$ cat src/hdl/swl_pkg.sv
/*
 Shared constants, burst record type and read state encoding for the
 write lane mask block of a burst-of-two double data rate SRAM model.
 Assumes a single system clock and a classic Wishbone register slave.
*/
// Summary of operation
// - Lane selects sampled per beat, gate lanes
// - x8: nibble selects gate bits 3:0, 7:4
// - x18: byte selects gate bits 8:0, 17:9
// - x9: one select governs whole 9-bit beat
// - x36: four selects gate four 9-bit lanes
// - x36: all selects low write full word
// - All selects high: beat writes nothing
// - Each beat uses its own select pattern
// - Data captured on both input clock rises
// - Output clocks time reads, else input clocks
// - Powers up deselected, outputs high impedance
// - Burst words go to A and A+1
// - Write begins with port select low on rise
// - Read words at t+1.5 and t+2 edges
package swl_pkg;

   // ----------------------------------------------------------------
   // Geometry
   // ----------------------------------------------------------------
   localparam int ADDR_W = 4;
   localparam int DATA_W = 36;
   localparam int LANES = 4;
   localparam int NIB_W = 4;
   localparam int BYTE_W = 9;
   localparam int WORDS = 2 ** (ADDR_W + 1);
   localparam int BUF_DEPTH = 2;
   localparam int PIN_W = 6 + ADDR_W + LANES + DATA_W;

   // Organisation codes
   localparam logic [1:0] ORG_X8 = 2'h0;
   localparam logic [1:0] ORG_X9 = 2'h1;
   localparam logic [1:0] ORG_X18 = 2'h2;
   localparam logic [1:0] ORG_X36 = 2'h3;

   // ----------------------------------------------------------------
   // Register map
   // ----------------------------------------------------------------
   localparam int WB_ADDR_W = 4;
   localparam logic [3:0] REG_CTRL = 4'h0;
   localparam logic [3:0] REG_STATUS = 4'h4;
   localparam logic [3:0] REG_WRCOUNT = 4'h8;
   localparam logic [3:0] REG_LASTADDR = 4'hC;
   localparam int CTRL_ORG_LSB = 0;
   localparam int CTRL_WREN_BIT = 2;
   localparam int STATUS_SINGLE_BIT = 0;
   localparam int STATUS_RDBUSY_BIT = 1;
   localparam int STATUS_PEND_BIT = 2;
   localparam int STATUS_OVF_BIT = 3;
   localparam logic [1:0] CTRL_ORG_RST = ORG_X36;
   localparam logic CTRL_WREN_RST = 1'h1;
   localparam logic [15:0] WRCOUNT_RST = 16'h0000;

   // ----------------------------------------------------------------
   // Types
   // ----------------------------------------------------------------
   typedef struct packed {
      logic [ADDR_W-1:0] addr;
      logic [DATA_W-1:0] d0;
      logic [DATA_W-1:0] e0;
      logic [DATA_W-1:0] d1;
      logic [DATA_W-1:0] e1;
   } swl_burst_t;

   localparam int BURST_W = $bits(swl_burst_t);

   typedef enum logic [2:0] {
      RD_IDLE = 3'h0,
      RD_WAIT = 3'h1,
      RD_ARM = 3'h2,
      RD_FIRST = 3'h3,
      RD_SECOND = 3'h4
   } swl_rd_state_t;

endpackage

$ cat src/hdl/swl_burst_if.sv
/*
 Valid/ready channel carrying one packed write burst record.
 Assumes both ends run on the same clock.
*/
`timescale 1ns/10ps
`default_nettype none

interface swl_burst_if #(parameter int W = 8);
   logic valid;
   logic ready;
   logic [W-1:0] data;

   modport src (output valid, output data, input ready);
   modport snk (input valid, input data, output ready);
endinterface

`default_nettype wire

$ cat src/hdl/swl_burst_fifo.sv
/*
 Small FIFO holding write burst records between capture and the
 array. Assumes a synchronous active-high reset on clk_i.
*/
`timescale 1ns/10ps
`default_nettype none

module swl_burst_fifo #(
   parameter int W = 8,
   parameter int DEPTH = 2
) (
   input wire logic clk_i,            // System clock
   input wire logic rst_i,            // Synchronous reset
   swl_burst_if.snk in_if,            // Fill side
   swl_burst_if.src out_if,           // Drain side
   output logic [$clog2(DEPTH+1)-1:0] level_o // Entries held
);

   localparam int PTR_W = (DEPTH > 1) ? $clog2(DEPTH) : 1;
   localparam int CNT_W = $clog2(DEPTH + 1);

   logic [W-1:0] store [DEPTH];
   logic [PTR_W-1:0] wr_ptr_reg;
   logic [PTR_W-1:0] rd_ptr_reg;
   logic [CNT_W-1:0] count_reg;
   logic push;
   logic pop;

   // ----------------------------------------------------------------
   // Flags and handshakes
   // ----------------------------------------------------------------
   assign in_if.ready = (count_reg != CNT_W'(DEPTH));
   assign out_if.valid = (count_reg != '0);
   assign out_if.data = store[rd_ptr_reg];
   assign push = in_if.valid & in_if.ready;
   assign pop = out_if.valid & out_if.ready;
   assign level_o = count_reg;

   // Storage write
   always_ff @(posedge clk_i) begin
      if (push) begin
         store[wr_ptr_reg] <= in_if.data;
      end
   end

   // Pointers and fill count
   always_ff @(posedge clk_i) begin
      if (rst_i) begin
         wr_ptr_reg <= '0;
         rd_ptr_reg <= '0;
         count_reg <= '0;
      end else begin
         if (push) begin
            wr_ptr_reg <= (wr_ptr_reg == PTR_W'(DEPTH - 1)) ? '0
                          : wr_ptr_reg + 1'b1;
         end
         if (pop) begin
            rd_ptr_reg <= (rd_ptr_reg == PTR_W'(DEPTH - 1)) ? '0
                          : rd_ptr_reg + 1'b1;
         end
         count_reg <= count_reg + CNT_W'(push) - CNT_W'(pop);
      end
   end

endmodule // swl_burst_fifo

`default_nettype wire

$ cat src/hdl/swl_pin_sync.sv
/*
 Two-stage synchroniser for a bundle of pins from outside the clock
 domain. Assumes pins are static relative to link edges for several
 system clocks; no reset, so pin levels are seen during reset too.
*/
`timescale 1ns/10ps
`default_nettype none

module swl_pin_sync #(parameter int W = 1) (
   input wire logic clk_i,         // System clock
   input wire logic [W-1:0] pin_i, // Asynchronous pins
   output logic [W-1:0] pin_o      // Synchronised pins
);

   // ----------------------------------------------------------------
   // Per-bit double flop
   // ----------------------------------------------------------------
   for (genvar g = 0; g < W; g++) begin : g_bit
      logic meta_reg;
      logic sync_reg;
      // First stage feeds only the second
      always_ff @(posedge clk_i) begin
         meta_reg <= pin_i[g];
         sync_reg <= meta_reg;
      end
      assign pin_o[g] = sync_reg;
   end

endmodule // swl_pin_sync

`default_nettype wire

$ cat src/hdl/swl_write_lane_mask.sv
/*
 Write port lane masking and burst-of-two array of a DDR SRAM model,
 with a read port and a Wishbone register slave. Assumes link clocks
 are far slower than clk_i (several clk_i cycles per link half period)
 and are sampled as ordinary pins.
*/
// The address map and the Wishbone register port were decided locally.
`timescale 1ns/10ps
`default_nettype none

module swl_write_lane_mask
   import swl_pkg::*;
(
   input wire logic clk_i,                      // System clock 20 MHz
   input wire logic rst_i,                      // Sync reset, high
   input wire logic k_i,                        // Input clock
   input wire logic k_n_i,                      // Inverted input clock
   input wire logic c_i,                        // Output clock
   input wire logic c_n_i,                      // Inverted output clock
   input wire logic write_port_select_n_i,      // Write select, low
   input wire logic read_port_select_n_i,       // Read select, low
   input wire logic [ADDR_W-1:0] addr_i,        // Burst address
   input wire logic [LANES-1:0] byte_lane_select_n_i, // Lane selects
   input wire logic [DATA_W-1:0] d_i,           // Write data
   output logic [DATA_W-1:0] q_o,               // Read data
   output logic q_oe_n_o,                       // Read data enable, low
   input wire logic wb_cyc_i,                   // Wishbone cycle
   input wire logic wb_stb_i,                   // Wishbone strobe
   input wire logic wb_we_i,                    // Wishbone write
   input wire logic [WB_ADDR_W-1:0] wb_adr_i,   // Byte address
   input wire logic [3:0] wb_sel_i,             // Byte enables
   input wire logic [31:0] wb_dat_i,            // Write data
   output logic [31:0] wb_dat_o,                // Read data
   output logic wb_ack_o                        // Acknowledge
);

   // ----------------------------------------------------------------
   // Pin synchronisation and edge detection
   // ----------------------------------------------------------------
   logic [PIN_W-1:0] pins_raw;
   logic [PIN_W-1:0] pins_s;
   logic k_s, kn_s, c_s, cn_s, wps_n_s, rps_n_s;
   logic [ADDR_W-1:0] addr_s;
   logic [LANES-1:0] sel_n_s;
   logic [DATA_W-1:0] d_s;
   logic [3:0] clk_prev_reg;
   logic k_rise, kn_rise, c_rise, cn_rise;

   assign pins_raw = {k_i, k_n_i, c_i, c_n_i, write_port_select_n_i,
                      read_port_select_n_i, addr_i, byte_lane_select_n_i,
                      d_i};

   swl_pin_sync #(.W(PIN_W)) u_sync (
      .clk_i(clk_i),
      .pin_i(pins_raw),
      .pin_o(pins_s)
   );

   assign {k_s, kn_s, c_s, cn_s, wps_n_s, rps_n_s, addr_s, sel_n_s,
           d_s} = pins_s;

   // Previous clock levels; start high so a parked clock is no edge
   always_ff @(posedge clk_i) begin
      if (rst_i) begin
         clk_prev_reg <= 4'hF;
      end else begin
         clk_prev_reg <= {k_s, kn_s, c_s, cn_s};
      end
   end

   assign k_rise = k_s & ~clk_prev_reg[3];
   assign kn_rise = kn_s & ~clk_prev_reg[2];
   assign c_rise = c_s & ~clk_prev_reg[1];
   assign cn_rise = cn_s & ~clk_prev_reg[0];

   // ----------------------------------------------------------------
   // Registers and single clock strap
   // ----------------------------------------------------------------
   logic [1:0] org_reg;
   logic wr_en_reg;
   logic ovf_reg;
   logic strap_done_reg;
   logic single_clk_reg;
   logic [15:0] wr_count_reg;
   logic [ADDR_W-1:0] last_addr_reg;
   logic oclk_rise, oclk_n_rise;

   // Strap is caught once after reset release, never under reset
   always_ff @(posedge clk_i) begin
      if (rst_i) begin
         strap_done_reg <= 1'b0;
         single_clk_reg <= 1'b0;
      end else if (!strap_done_reg) begin
         strap_done_reg <= 1'b1;
         single_clk_reg <= c_s & cn_s;
      end
   end

   // Output timing reference selection
   assign oclk_rise = single_clk_reg ? k_rise : c_rise;
   assign oclk_n_rise = single_clk_reg ? kn_rise : cn_rise;

   // ----------------------------------------------------------------
   // Lane enables, one decision per data bit
   // ----------------------------------------------------------------
   logic [DATA_W-1:0] lane_en;

   for (genvar b = 0; b < DATA_W; b++) begin : g_lane
      localparam int NL = (b < 2 * NIB_W) ? b / NIB_W : 0;
      localparam int BL = b / BYTE_W;
      logic en_x8, en_x9, en_x18, en_x36;
      assign en_x8 = (b < 2 * NIB_W) && !sel_n_s[NL];
      assign en_x9 = (b < BYTE_W) && !sel_n_s[0];
      assign en_x18 = (b < 2 * BYTE_W) && !sel_n_s[BL];
      assign en_x36 = !sel_n_s[BL];
      assign lane_en[b] = (org_reg == ORG_X8) ? en_x8
                        : (org_reg == ORG_X9) ? en_x9
                        : (org_reg == ORG_X18) ? en_x18 : en_x36;
   end

   // ----------------------------------------------------------------
   // Write beat capture
   // ----------------------------------------------------------------
   logic wr_pend_reg;
   logic [DATA_W-1:0] d0_reg;
   logic [DATA_W-1:0] e0_reg;
   logic accept_wr;
   logic push;
   logic ovf_set;
   swl_burst_t fill_rec;

   swl_burst_if #(.W(BURST_W)) fill_if ();
   swl_burst_if #(.W(BURST_W)) drain_if ();

   assign accept_wr = k_rise & ~wps_n_s & wr_en_reg;
   assign push = wr_pend_reg & kn_rise;
   assign ovf_set = push & ~fill_if.ready;

   // First beat on input clock rise, with its own lane pattern
   always_ff @(posedge clk_i) begin
      if (accept_wr) begin
         d0_reg <= d_s;
         e0_reg <= lane_en;
      end
   end

   // Burst in progress between the two beats
   always_ff @(posedge clk_i) begin
      if (rst_i) begin
         wr_pend_reg <= 1'b0;
      end else if (accept_wr) begin
         wr_pend_reg <= 1'b1;
      end else if (kn_rise) begin
         wr_pend_reg <= 1'b0;
      end
   end

   // Second beat and address join the first beat in one record
   assign fill_rec.addr = addr_s;
   assign fill_rec.d0 = d0_reg;
   assign fill_rec.e0 = e0_reg;
   assign fill_rec.d1 = d_s;
   assign fill_rec.e1 = lane_en;
   assign fill_if.valid = push;
   assign fill_if.data = fill_rec;

   swl_burst_fifo #(.W(BURST_W), .DEPTH(BUF_DEPTH)) u_buf (
      .clk_i(clk_i),
      .rst_i(rst_i),
      .in_if(fill_if.snk),
      .out_if(drain_if.src),
      .level_o()
   );

   // ----------------------------------------------------------------
   // Array merge
   // ----------------------------------------------------------------
   logic [DATA_W-1:0] mem [WORDS];
   swl_burst_t drain_rec;
   logic rd_fetch;
   logic fire;
   logic [ADDR_W:0] w0_idx;
   logic [ADDR_W:0] w1_idx;
   logic [DATA_W-1:0] mem0_old;

   assign drain_rec = swl_burst_t'(drain_if.data);
   assign drain_if.ready = ~rd_fetch; // Reads take the array first
   assign fire = drain_if.valid & drain_if.ready;
   assign w0_idx = {drain_rec.addr, 1'b0};
   assign w1_idx = {drain_rec.addr, 1'b1};
   assign mem0_old = mem[w0_idx];

   // Both beats written together, unselected lanes keep old bits
   always_ff @(posedge clk_i) begin
      if (fire) begin
         mem[w0_idx] <= (mem[w0_idx] & ~drain_rec.e0)
                        | (drain_rec.d0 & drain_rec.e0);
         mem[w1_idx] <= (mem[w1_idx] & ~drain_rec.e1)
                        | (drain_rec.d1 & drain_rec.e1);
      end
   end

   // Write statistics
   always_ff @(posedge clk_i) begin
      if (rst_i) begin
         wr_count_reg <= WRCOUNT_RST;
         last_addr_reg <= '0;
      end else if (fire) begin
         wr_count_reg <= wr_count_reg + 16'h0001;
         last_addr_reg <= drain_rec.addr;
      end
   end

   // ----------------------------------------------------------------
   // Read port
   // ----------------------------------------------------------------
   swl_rd_state_t rd_state_reg, rd_state_next;
   logic [ADDR_W-1:0] rd_addr_reg;
   logic rd_start;
   logic [DATA_W-1:0] q_reg;
   logic q_oe_n_reg;

   assign rd_start = (rd_state_reg == RD_IDLE) & k_rise & ~rps_n_s;
   assign rd_fetch = ((rd_state_reg == RD_ARM) & oclk_n_rise)
                   | ((rd_state_reg == RD_FIRST) & oclk_rise);

   // Read sequencing on input clock rises (start, wait) then output clock edges
   always_comb begin
      rd_state_next = rd_state_reg;
      case (rd_state_reg)
         RD_IDLE: begin
            if (rd_start) rd_state_next = RD_WAIT;
         end
         RD_WAIT: begin
            if (k_rise) rd_state_next = RD_ARM;
         end
         RD_ARM: begin
            if (oclk_n_rise) rd_state_next = RD_FIRST;
         end
         RD_FIRST: begin
            if (oclk_rise) rd_state_next = RD_SECOND;
         end
         RD_SECOND: begin
            if (oclk_n_rise) rd_state_next = RD_IDLE;
         end
         default: rd_state_next = RD_IDLE;
      endcase
   end

   always_ff @(posedge clk_i) begin
      if (rst_i) begin
         rd_state_reg <= RD_IDLE;
         rd_addr_reg <= '0;
      end else begin
         rd_state_reg <= rd_state_next;
         if (rd_start) rd_addr_reg <= addr_s;
      end
   end

   // Output data and enable; deselected after reset
   always_ff @(posedge clk_i) begin
      if (rst_i) begin
         q_reg <= '0;
         q_oe_n_reg <= 1'b1;
      end else if (rd_state_reg == RD_ARM && oclk_n_rise) begin
         q_reg <= mem[{rd_addr_reg, 1'b0}];
         q_oe_n_reg <= 1'b0;
      end else if (rd_state_reg == RD_FIRST && oclk_rise) begin
         q_reg <= mem[{rd_addr_reg, 1'b1}];
      end else if (rd_state_reg == RD_SECOND && oclk_n_rise) begin
         q_oe_n_reg <= 1'b1;
      end
   end

   assign q_o = q_reg;
   assign q_oe_n_o = q_oe_n_reg;

   // ----------------------------------------------------------------
   // Wishbone slave
   // ----------------------------------------------------------------
   logic wb_hit, wb_wr, hit_ctrl, hit_status, hit_count, hit_last;
   logic ack_reg;
   logic [31:0] dat_reg;
   logic [31:0] rd_word;

   assign wb_hit = wb_cyc_i & wb_stb_i & ~ack_reg;
   assign wb_wr = wb_hit & wb_we_i & wb_sel_i[0];
   assign hit_ctrl = (wb_adr_i == REG_CTRL);
   assign hit_status = (wb_adr_i == REG_STATUS);
   assign hit_count = (wb_adr_i == REG_WRCOUNT);
   assign hit_last = (wb_adr_i == REG_LASTADDR);
   assign rd_word = hit_ctrl ? {29'h0, wr_en_reg, org_reg}
      : hit_status ? {28'h0, ovf_reg, drain_if.valid,
                      rd_state_reg != RD_IDLE, single_clk_reg}
      : hit_count ? {16'h0, wr_count_reg}
      : hit_last ? {{(32 - ADDR_W){1'b0}}, last_addr_reg} : 32'h0;

   // One-wait acknowledge and registered read data
   always_ff @(posedge clk_i) begin
      if (rst_i) begin
         ack_reg <= 1'b0;
         dat_reg <= 32'h0;
      end else begin
         ack_reg <= wb_hit;
         if (wb_hit && !wb_we_i) dat_reg <= rd_word;
      end
   end

   // Control register and sticky overflow, set wins over clear
   always_ff @(posedge clk_i) begin
      if (rst_i) begin
         org_reg <= CTRL_ORG_RST;
         wr_en_reg <= CTRL_WREN_RST;
         ovf_reg <= 1'b0;
      end else begin
         if (wb_wr && hit_ctrl) begin
            org_reg <= wb_dat_i[CTRL_ORG_LSB +: 2];
            wr_en_reg <= wb_dat_i[CTRL_WREN_BIT];
         end
         if (ovf_set) ovf_reg <= 1'b1;
         else if (wb_wr && hit_status && wb_dat_i[STATUS_OVF_BIT])
            ovf_reg <= 1'b0;
      end
   end

   assign wb_ack_o = ack_reg;
   assign wb_dat_o = dat_reg;
endmodule // swl_write_lane_mask

`default_nettype wire

$ cat config.mk
export PLATFORM = sky130hd
export DESIGN_NAME = swl_write_lane_mask
export DESIGN_NICKNAME = d
export VERILOG_FILES = /design/src/hdl/swl_pkg.sv /design/src/hdl/swl_burst_if.sv /design/src/hdl/swl_burst_fifo.sv /design/src/hdl/swl_pin_sync.sv /design/src/hdl/swl_write_lane_mask.sv
export SDC_FILE = /design/constraint.sdc
export NUM_CORES = 2
export LEC_CHECK = 0
export ABC_CLOCK_PERIOD_IN_PS = 17700
export BUFFER_PORTS_ARGS = -buffer_cell sky130_fd_sc_hd__buf_2
export CAP_MARGIN = 20
export CORE_ASPECT_RATIO = 1.75
export CORE_MARGIN = 2
export CORE_UTILIZATION = 50
export CTS_CLUSTER_DIAMETER = 60
export CTS_CLUSTER_SIZE = 20
export DETAILED_ROUTE_END_ITERATION = 16
export GPL_ROUTABILITY_DRIVEN = 0
export PLACE_DENSITY_LB_ADDON = 0.12
export SKIP_CTS_REPAIR_TIMING = 1
export SLEW_MARGIN = 15
export SYNTH_ARGS = -nofsm -noshare
export SYNTH_HDL_FRONTEND = slang
export SYNTH_SLANG_ARGS = --single-unit
export TNS_END_PERCENT = 30
$ cat constraint.sdc
create_clock -name clk_i -period 17.7 [get_ports clk_i]
set_clock_uncertainty 0.2 [all_clocks]
set_input_delay 3.54 -clock clk_i [delete_from_list [all_inputs] [get_ports clk_i]]
set_output_delay 3.54 -clock clk_i [all_outputs]
set_load 0.02 [all_outputs]
* Word-level counts from Yosys, hierarchy flattened *
Memory sizes are Yosys's and may differ from the RTL's. A register that Yosys moved wholly into a read port is not among the register bits.
Cells that the tools add are included.

storage, ports and cells
  flip-flop bits (word level) = 276
  memory bits (writable) = 1,448
  output and inout port bits = 70
  logic and storage cells = 247
  memories kept = 2

memories
  memory       depth  bits a word  read ports  clocked after memory_dff  wr ports  RTL line                    source
  mem          32     36           4           2                         2         swl_write_lane_mask.sv:178  logic [DATA_W-1:0] mem [WORDS];
  u_buf.store  2      148          1           1                         1         swl_burst_fifo.sv:22        logic [W-1:0] store [DEPTH];

cells by class
  $add $sub $neg = 5
  eq/ne operators = 16
  multiplexer cells = 44
  bitwise logic cells = 37
  reductions and logical operators = 23

operators by type and width
  operator                                                         number
  36-bit AND                                                       4
  36-bit two-way mux                                               2
  36-bit inverter                                                  2
  36-bit bitwise OR                                                2
  16-bit two-way mux                                               3
  1-bit two-way mux                                                28
  5-bit two-way mux                                                4
  1-bit AND                                                        19
  16-bit by 1-bit adder with 16-bit output, second input constant  1
  3-bit two-way mux                                                5
  3-bit one-hot mux with 5 select lines                            1
  2-bit != test, second input constant                             7
  2-bit nonzero test                                               5
  1-bit inverter                                                   9
  4-bit == test, second input constant                             2
  1-bit logical AND                                                7
  3-bit by 2-bit == test with 1-bit output, second input constant  2
  1-bit logical NOT                                                5
  5-bit AND reduction                                              1
  4-bit by 3-bit == test with 1-bit output, second input constant  1
  4-bit logical NOT                                                1
  4-bit two-way mux                                                1
  3-bit by 1-bit == test with 1-bit output, second input constant  1
  3-bit == test, second input constant                             1
  10 further kinds                                                 11

* Depth between registers and ports, before layout *
  depth after elaboration = 9
  mapped depth = 11
  gate-level depth less buffers = 10

* By module *
Synthesis repeated with hierarchy kept, for this count alone.

unflattened totals
  cell total of the unflattened synthesis = 3,577
  area total of the unflattened synthesis = 72,116.7 um^2

by module, submodules not included
  module               times used  cells each  area an instance (um^2)
  swl_write_lane_mask  1           2,938       58,766.4
  swl_burst_fifo       1           489         10,973.0
  swl_pin_sync         1           150         2,377.3

* Worst setup path before layout *
Ideal clock, no wire load.

  kind = register to register
  start = reg u_sync.g_bit[48].sync_reg
  end = mem u_buf.store[0][107] (netlist bit) (enable)
  arrival time = 6.576 ns
  required time = 16.857 ns
  slack = 10.281 ns
  stages on the path, launching flop included = 4
  period minus slack after synthesis = 7.419 ns
  cell sequence = dfxtp_1 > nor2b_1 > nand2_1 > nor3_1

on the way
  longest elaborated chain between the ends = 5

ends and longest elaborated chain
  element                                  RTL line                    source
  start: declaration                       swl_pin_sync.sv:20          logic sync_reg;
  start signal: assignment                 swl_pin_sync.sv:24          sync_reg <= meta_reg;
  1-bit AND                                swl_write_lane_mask.sv:72   assign kn_rise = kn_s & ~clk_prev_reg[2];
  1-bit AND                                swl_write_lane_mask.sv:136  assign push = wr_pend_reg & kn_rise;
  1-bit AND                                swl_burst_fifo.sv:35        assign push = in_if.valid & in_if.ready;
  1-bit two-way mux                        swl_burst_fifo.sv:41        if (push) begin
  1-bit two-way mux (implied by the code)  swl_burst_fifo.sv:42        store[wr_ptr_reg] <= in_if.data;
  end: declaration                         swl_burst_fifo.sv:22

Every way passes these cells.

==> results.sh <==
export IMPL_outcome="finished, final reports clean"
export IMPL_clock_sinks=1571
export IMPL_cts_buffers_inserted=96
export IMPL_yosys_most_used_dff="edfxtp_1"
export IMPL_die_w_um=281.0
export IMPL_dieArea_sq_mm=0.1374
export IMPL_initial_core_util_pct=50.46
export IMPL_io_pins=165
export IMPL_totalPowerFinal_mw=8.294
export IMPL_vias_per_cell=6.705
export IMPL_synth_edf_count=1370
export IMPL_powerDensity_mw_per_mm2=113.8
export IMPL_vias=40270
export IMPL_setup_violations=0
export IMPL_maxCapViolations=0
export IMPL_cts_tree="yes"
export IMPL_synth_simple_area_share_pct=4.350
export IMPL_critical_path_class="flop to flop"
export IMPL_grt_max_degree=114
export IMPL_fillCellCount=10524
export IMPL_p_leak_nw=23.13
export IMPL_largest_registers="mem: 1152 flops, u_buf.store: 176 flops"
export IMPL_synth_seq_cells=1571
export IMPL_synthAdderAreaFrac_pct=0.05589
export IMPL_drc=0
export IMPL_muxShareOfSynthArea_pct=18.98
export IMPL_yosys_warnings=0
export IMPL_m1WireLength_um=75830
export IMPL_p_sw_share_pct=27.61
export IMPL_final_core_util_pct=54.75
export IMPL_routedWlPerCell_um=33.84
export IMPL_worstMarginPinSlew_ps=1157
export IMPL_slew_violations=0
export IMPL_drt_iter0_drc=4885
export IMPL_dp_slack_ps=11990
export IMPL_syn_inst=4085
export IMPL_antenna_found_initial=7
export IMPL_p_sw_mw=2.289
export IMPL_grt_pass1_wl_um=287400
export IMPL_crit_fanout=66
export IMPL_clk_latency_ps=740
export IMPL_dr_wl_met3_um=16370
export IMPL_clk_transition_reported_paths_ps=90
export IMPL_gr_total_overflow=0
export IMPL_max_freq_mhz=178.0
export IMPL_startpoint_type="flop"
export IMPL_synth_compound_area_share_pct=6.968
export IMPL_grt_usage_pct=29.67
export IMPL_met2_length_um=103000
export IMPL_synth_area_sq_mm=0.06716
export IMPL_rsz0062_at_grt="no"
export IMPL_seq_power_share_pct=55.2
export IMPL_intPower_mw=6.004
export IMPL_worst_setup_path_end_kind="flop"
export IMPL_fp_dieH_um=488.8
export IMPL_largest_register_ffs=1152
export IMPL_h_tree_depth=3
export IMPL_syn2layout_area_growth_pct=8.501
export IMPL_largest_register="mem"
export IMPL_ir_drop_mv=0.07346
export IMPL_nNetsFinal=4228
export IMPL_p_clk_share_pct=28.5
export IMPL_required_ps=17880
export IMPL_dr_pass1_iters=6
export IMPL_cts_root_buf="clkbuf_16"
export IMPL_setup_tns_ps=0
export IMPL_synth_top_family_by_area="multiplexers"
export IMPL_seq_area_frac_synth_pct=67.25
export IMPL_holdCritPathClass="flop to flop"
export IMPL_worst_slack_ps=12080
export IMPL_period_minus_slack_ps=5617
export IMPL_wl_um=203300
export IMPL_rows=177
export IMPL_grt_pass1_vias=40162
export IMPL_slew_headroom_pct=22.85
export IMPL_ys_types=55
export IMPL_dp_hpwl_um=107200
export IMPL_pwr_share_comb_pct=16.3
export IMPL_clock_path_buffers=3
export IMPL_core_sq_mm=0.1331
export IMPL_place_port_buffers=117
export IMPL_synthXorXnorAreaFrac_pct=0.1695
export IMPL_ys_async_sr_fraction_pct=0
export IMPL_synth_avg_cell_area_sq_um=16.44
export IMPL_critPathArrivalTime_ps=5800
export IMPL_finalHoldViolations=0
export IMPL_fin_crit_sh_pct=31.74
export IMPL_ant_nets=0
export IMPL_drive_above_1_share_pct=20.34
export IMPL_top_layer_used="met5"
-- cell usage after synthesis (36+ instances only) --
library cell / count / area (sq um)
nor2b_1: 44 / 275.3
nor3_1: 40 / 200.2
o22ai_1: 78 / 488.0
nor2_1: 62 / 232.7
o211ai_1: 36 / 270.3
a2111oi_0: 58 / 508.0
edfxtp_1: 1370 / 41140
o21ai_0: 50 / 250.2
dfxtp_1: 201 / 4024
clkbuf_1: 161 / 604.3
a22oi_1: 103 / 773.2
buf_2: 92 / 460.4
a21oi_1: 205 / 1026
mux2i_1: 397 / 3974
nand2_1: 481 / 1805
mux4_2: 365 / 8220
mux2_2: 48 / 540.5
-- routing by layer --
layer  GRT usage, %  up-vias
met5              0        -
met4          11.34        4
met3          3.767      412
met2          51.18     2055
met1          38.39    21278
li1               -    16521
-- critical path: stages (launching register included) --
cell     delay [ps]
dfxtp_4         830
buf_4           880
mux2i_4         380
buf_4           630
buf_4           860
nand2_1         120
a21oi_1         140
o21ai_0         130
a32oi_1         950
-- layout by cell type (no fill, tap or decap), types with 9 or more instances in the layout --
cell       synthesis  final
or2_2             12     11
o211ai_1          36     36
o21ai_0           50     49
a32oi_1           17     17
a22oi_1          103    103
o221ai_1          23     23
buf_4             25    102
mux2_2            48     47
nand2_1          481    480
clkbuf_16          0     99
inv_6              0     11
a211oi_1          10     10
inv_1              9      9
a21oi_1          205    205
nor3_1            40     21
a221oi_1          35     35
mux2i_1          397    395
o22ai_1           78     78
clkbuf_4           0     11
dfxtp_1          201    196
nor2b_1           44     44
conb_1             1     16
a222oi_1          35     35
xnor2_1           10     10
edfxtp_1        1370   1370
nor2_1            62     56
a2111oi_0         58     58
a2111oi_2          9      9
mux4_2           365    365
clkbuf_1         161     46
nor3_2             0     19
buf_2             92    121
-- cell type report --
class                           count  area, sq um  area share [%]
Antenna cell                        2        5.005        0.006868
Clock buffer                      152         2731           3.748
Clock inverter                     30        295.3          0.4052
Sequential cell                  1571        45180           62.01
Tap cell                         1790         2240           3.074
Timing Repair Buffer              241         1569           2.153
Inverter                           10        37.54         0.05151
Multi-Input combinational cell   2210        20810           28.56
-- logic make-up (layout without fill, tap and decap cells) --
group           count (synthesis)  in the layout
flops                        1571           1571
compound gates                678            678
simple gates                  689            689
buf+inv                       319            433
mux                           811            811
xor+xnor                       13             13
other cells                     1             18
fa+ha+maj                       3              3
-- stage by stage --
stage               cell area (sq um)  hold slack (ps)  instances
floorplan                       67210            109.6       4100
global placement                69630            110.6       5795
detailed placement              69630            112.1       5795
CTS                             72660            117.4       5977
global route                    72860            121.7       6005
finish                          72870            114.0       6006
-- path summary, 6_finish.rpt --
kind	startpoint	to	slack, ps	depth (start not counted)
setup reg to reg	flop	mem[1][14]	12080	8
hold reg to reg	u_sync.g_bit[47].meta_reg	u_sync.g_bit[47].sync_reg	110	0
hold / removal	u_sync.g_bit[47].meta_reg	u_sync.g_bit[47].sync_reg	110	0
setup / recovery	flop	mem[1][14]	12080	8
-- power groups by stage --
| stage | registers (mW) | clock network [mW] | logic [mW] |
|---|---|---|---|
| floorplan | 4.62 | 0 | 0.885 |
| global placement | 4.65 | 0 | 1.30 |
| detailed placement | 4.66 | 0 | 1.32 |
| CTS | 4.58 | 2.40 | 1.32 |
| global route | 4.59 | 2.53 | 1.44 |
| finish | 4.57 | 2.37 | 1.35 |
No activity file was read; power rests on OpenSTA's default activity.
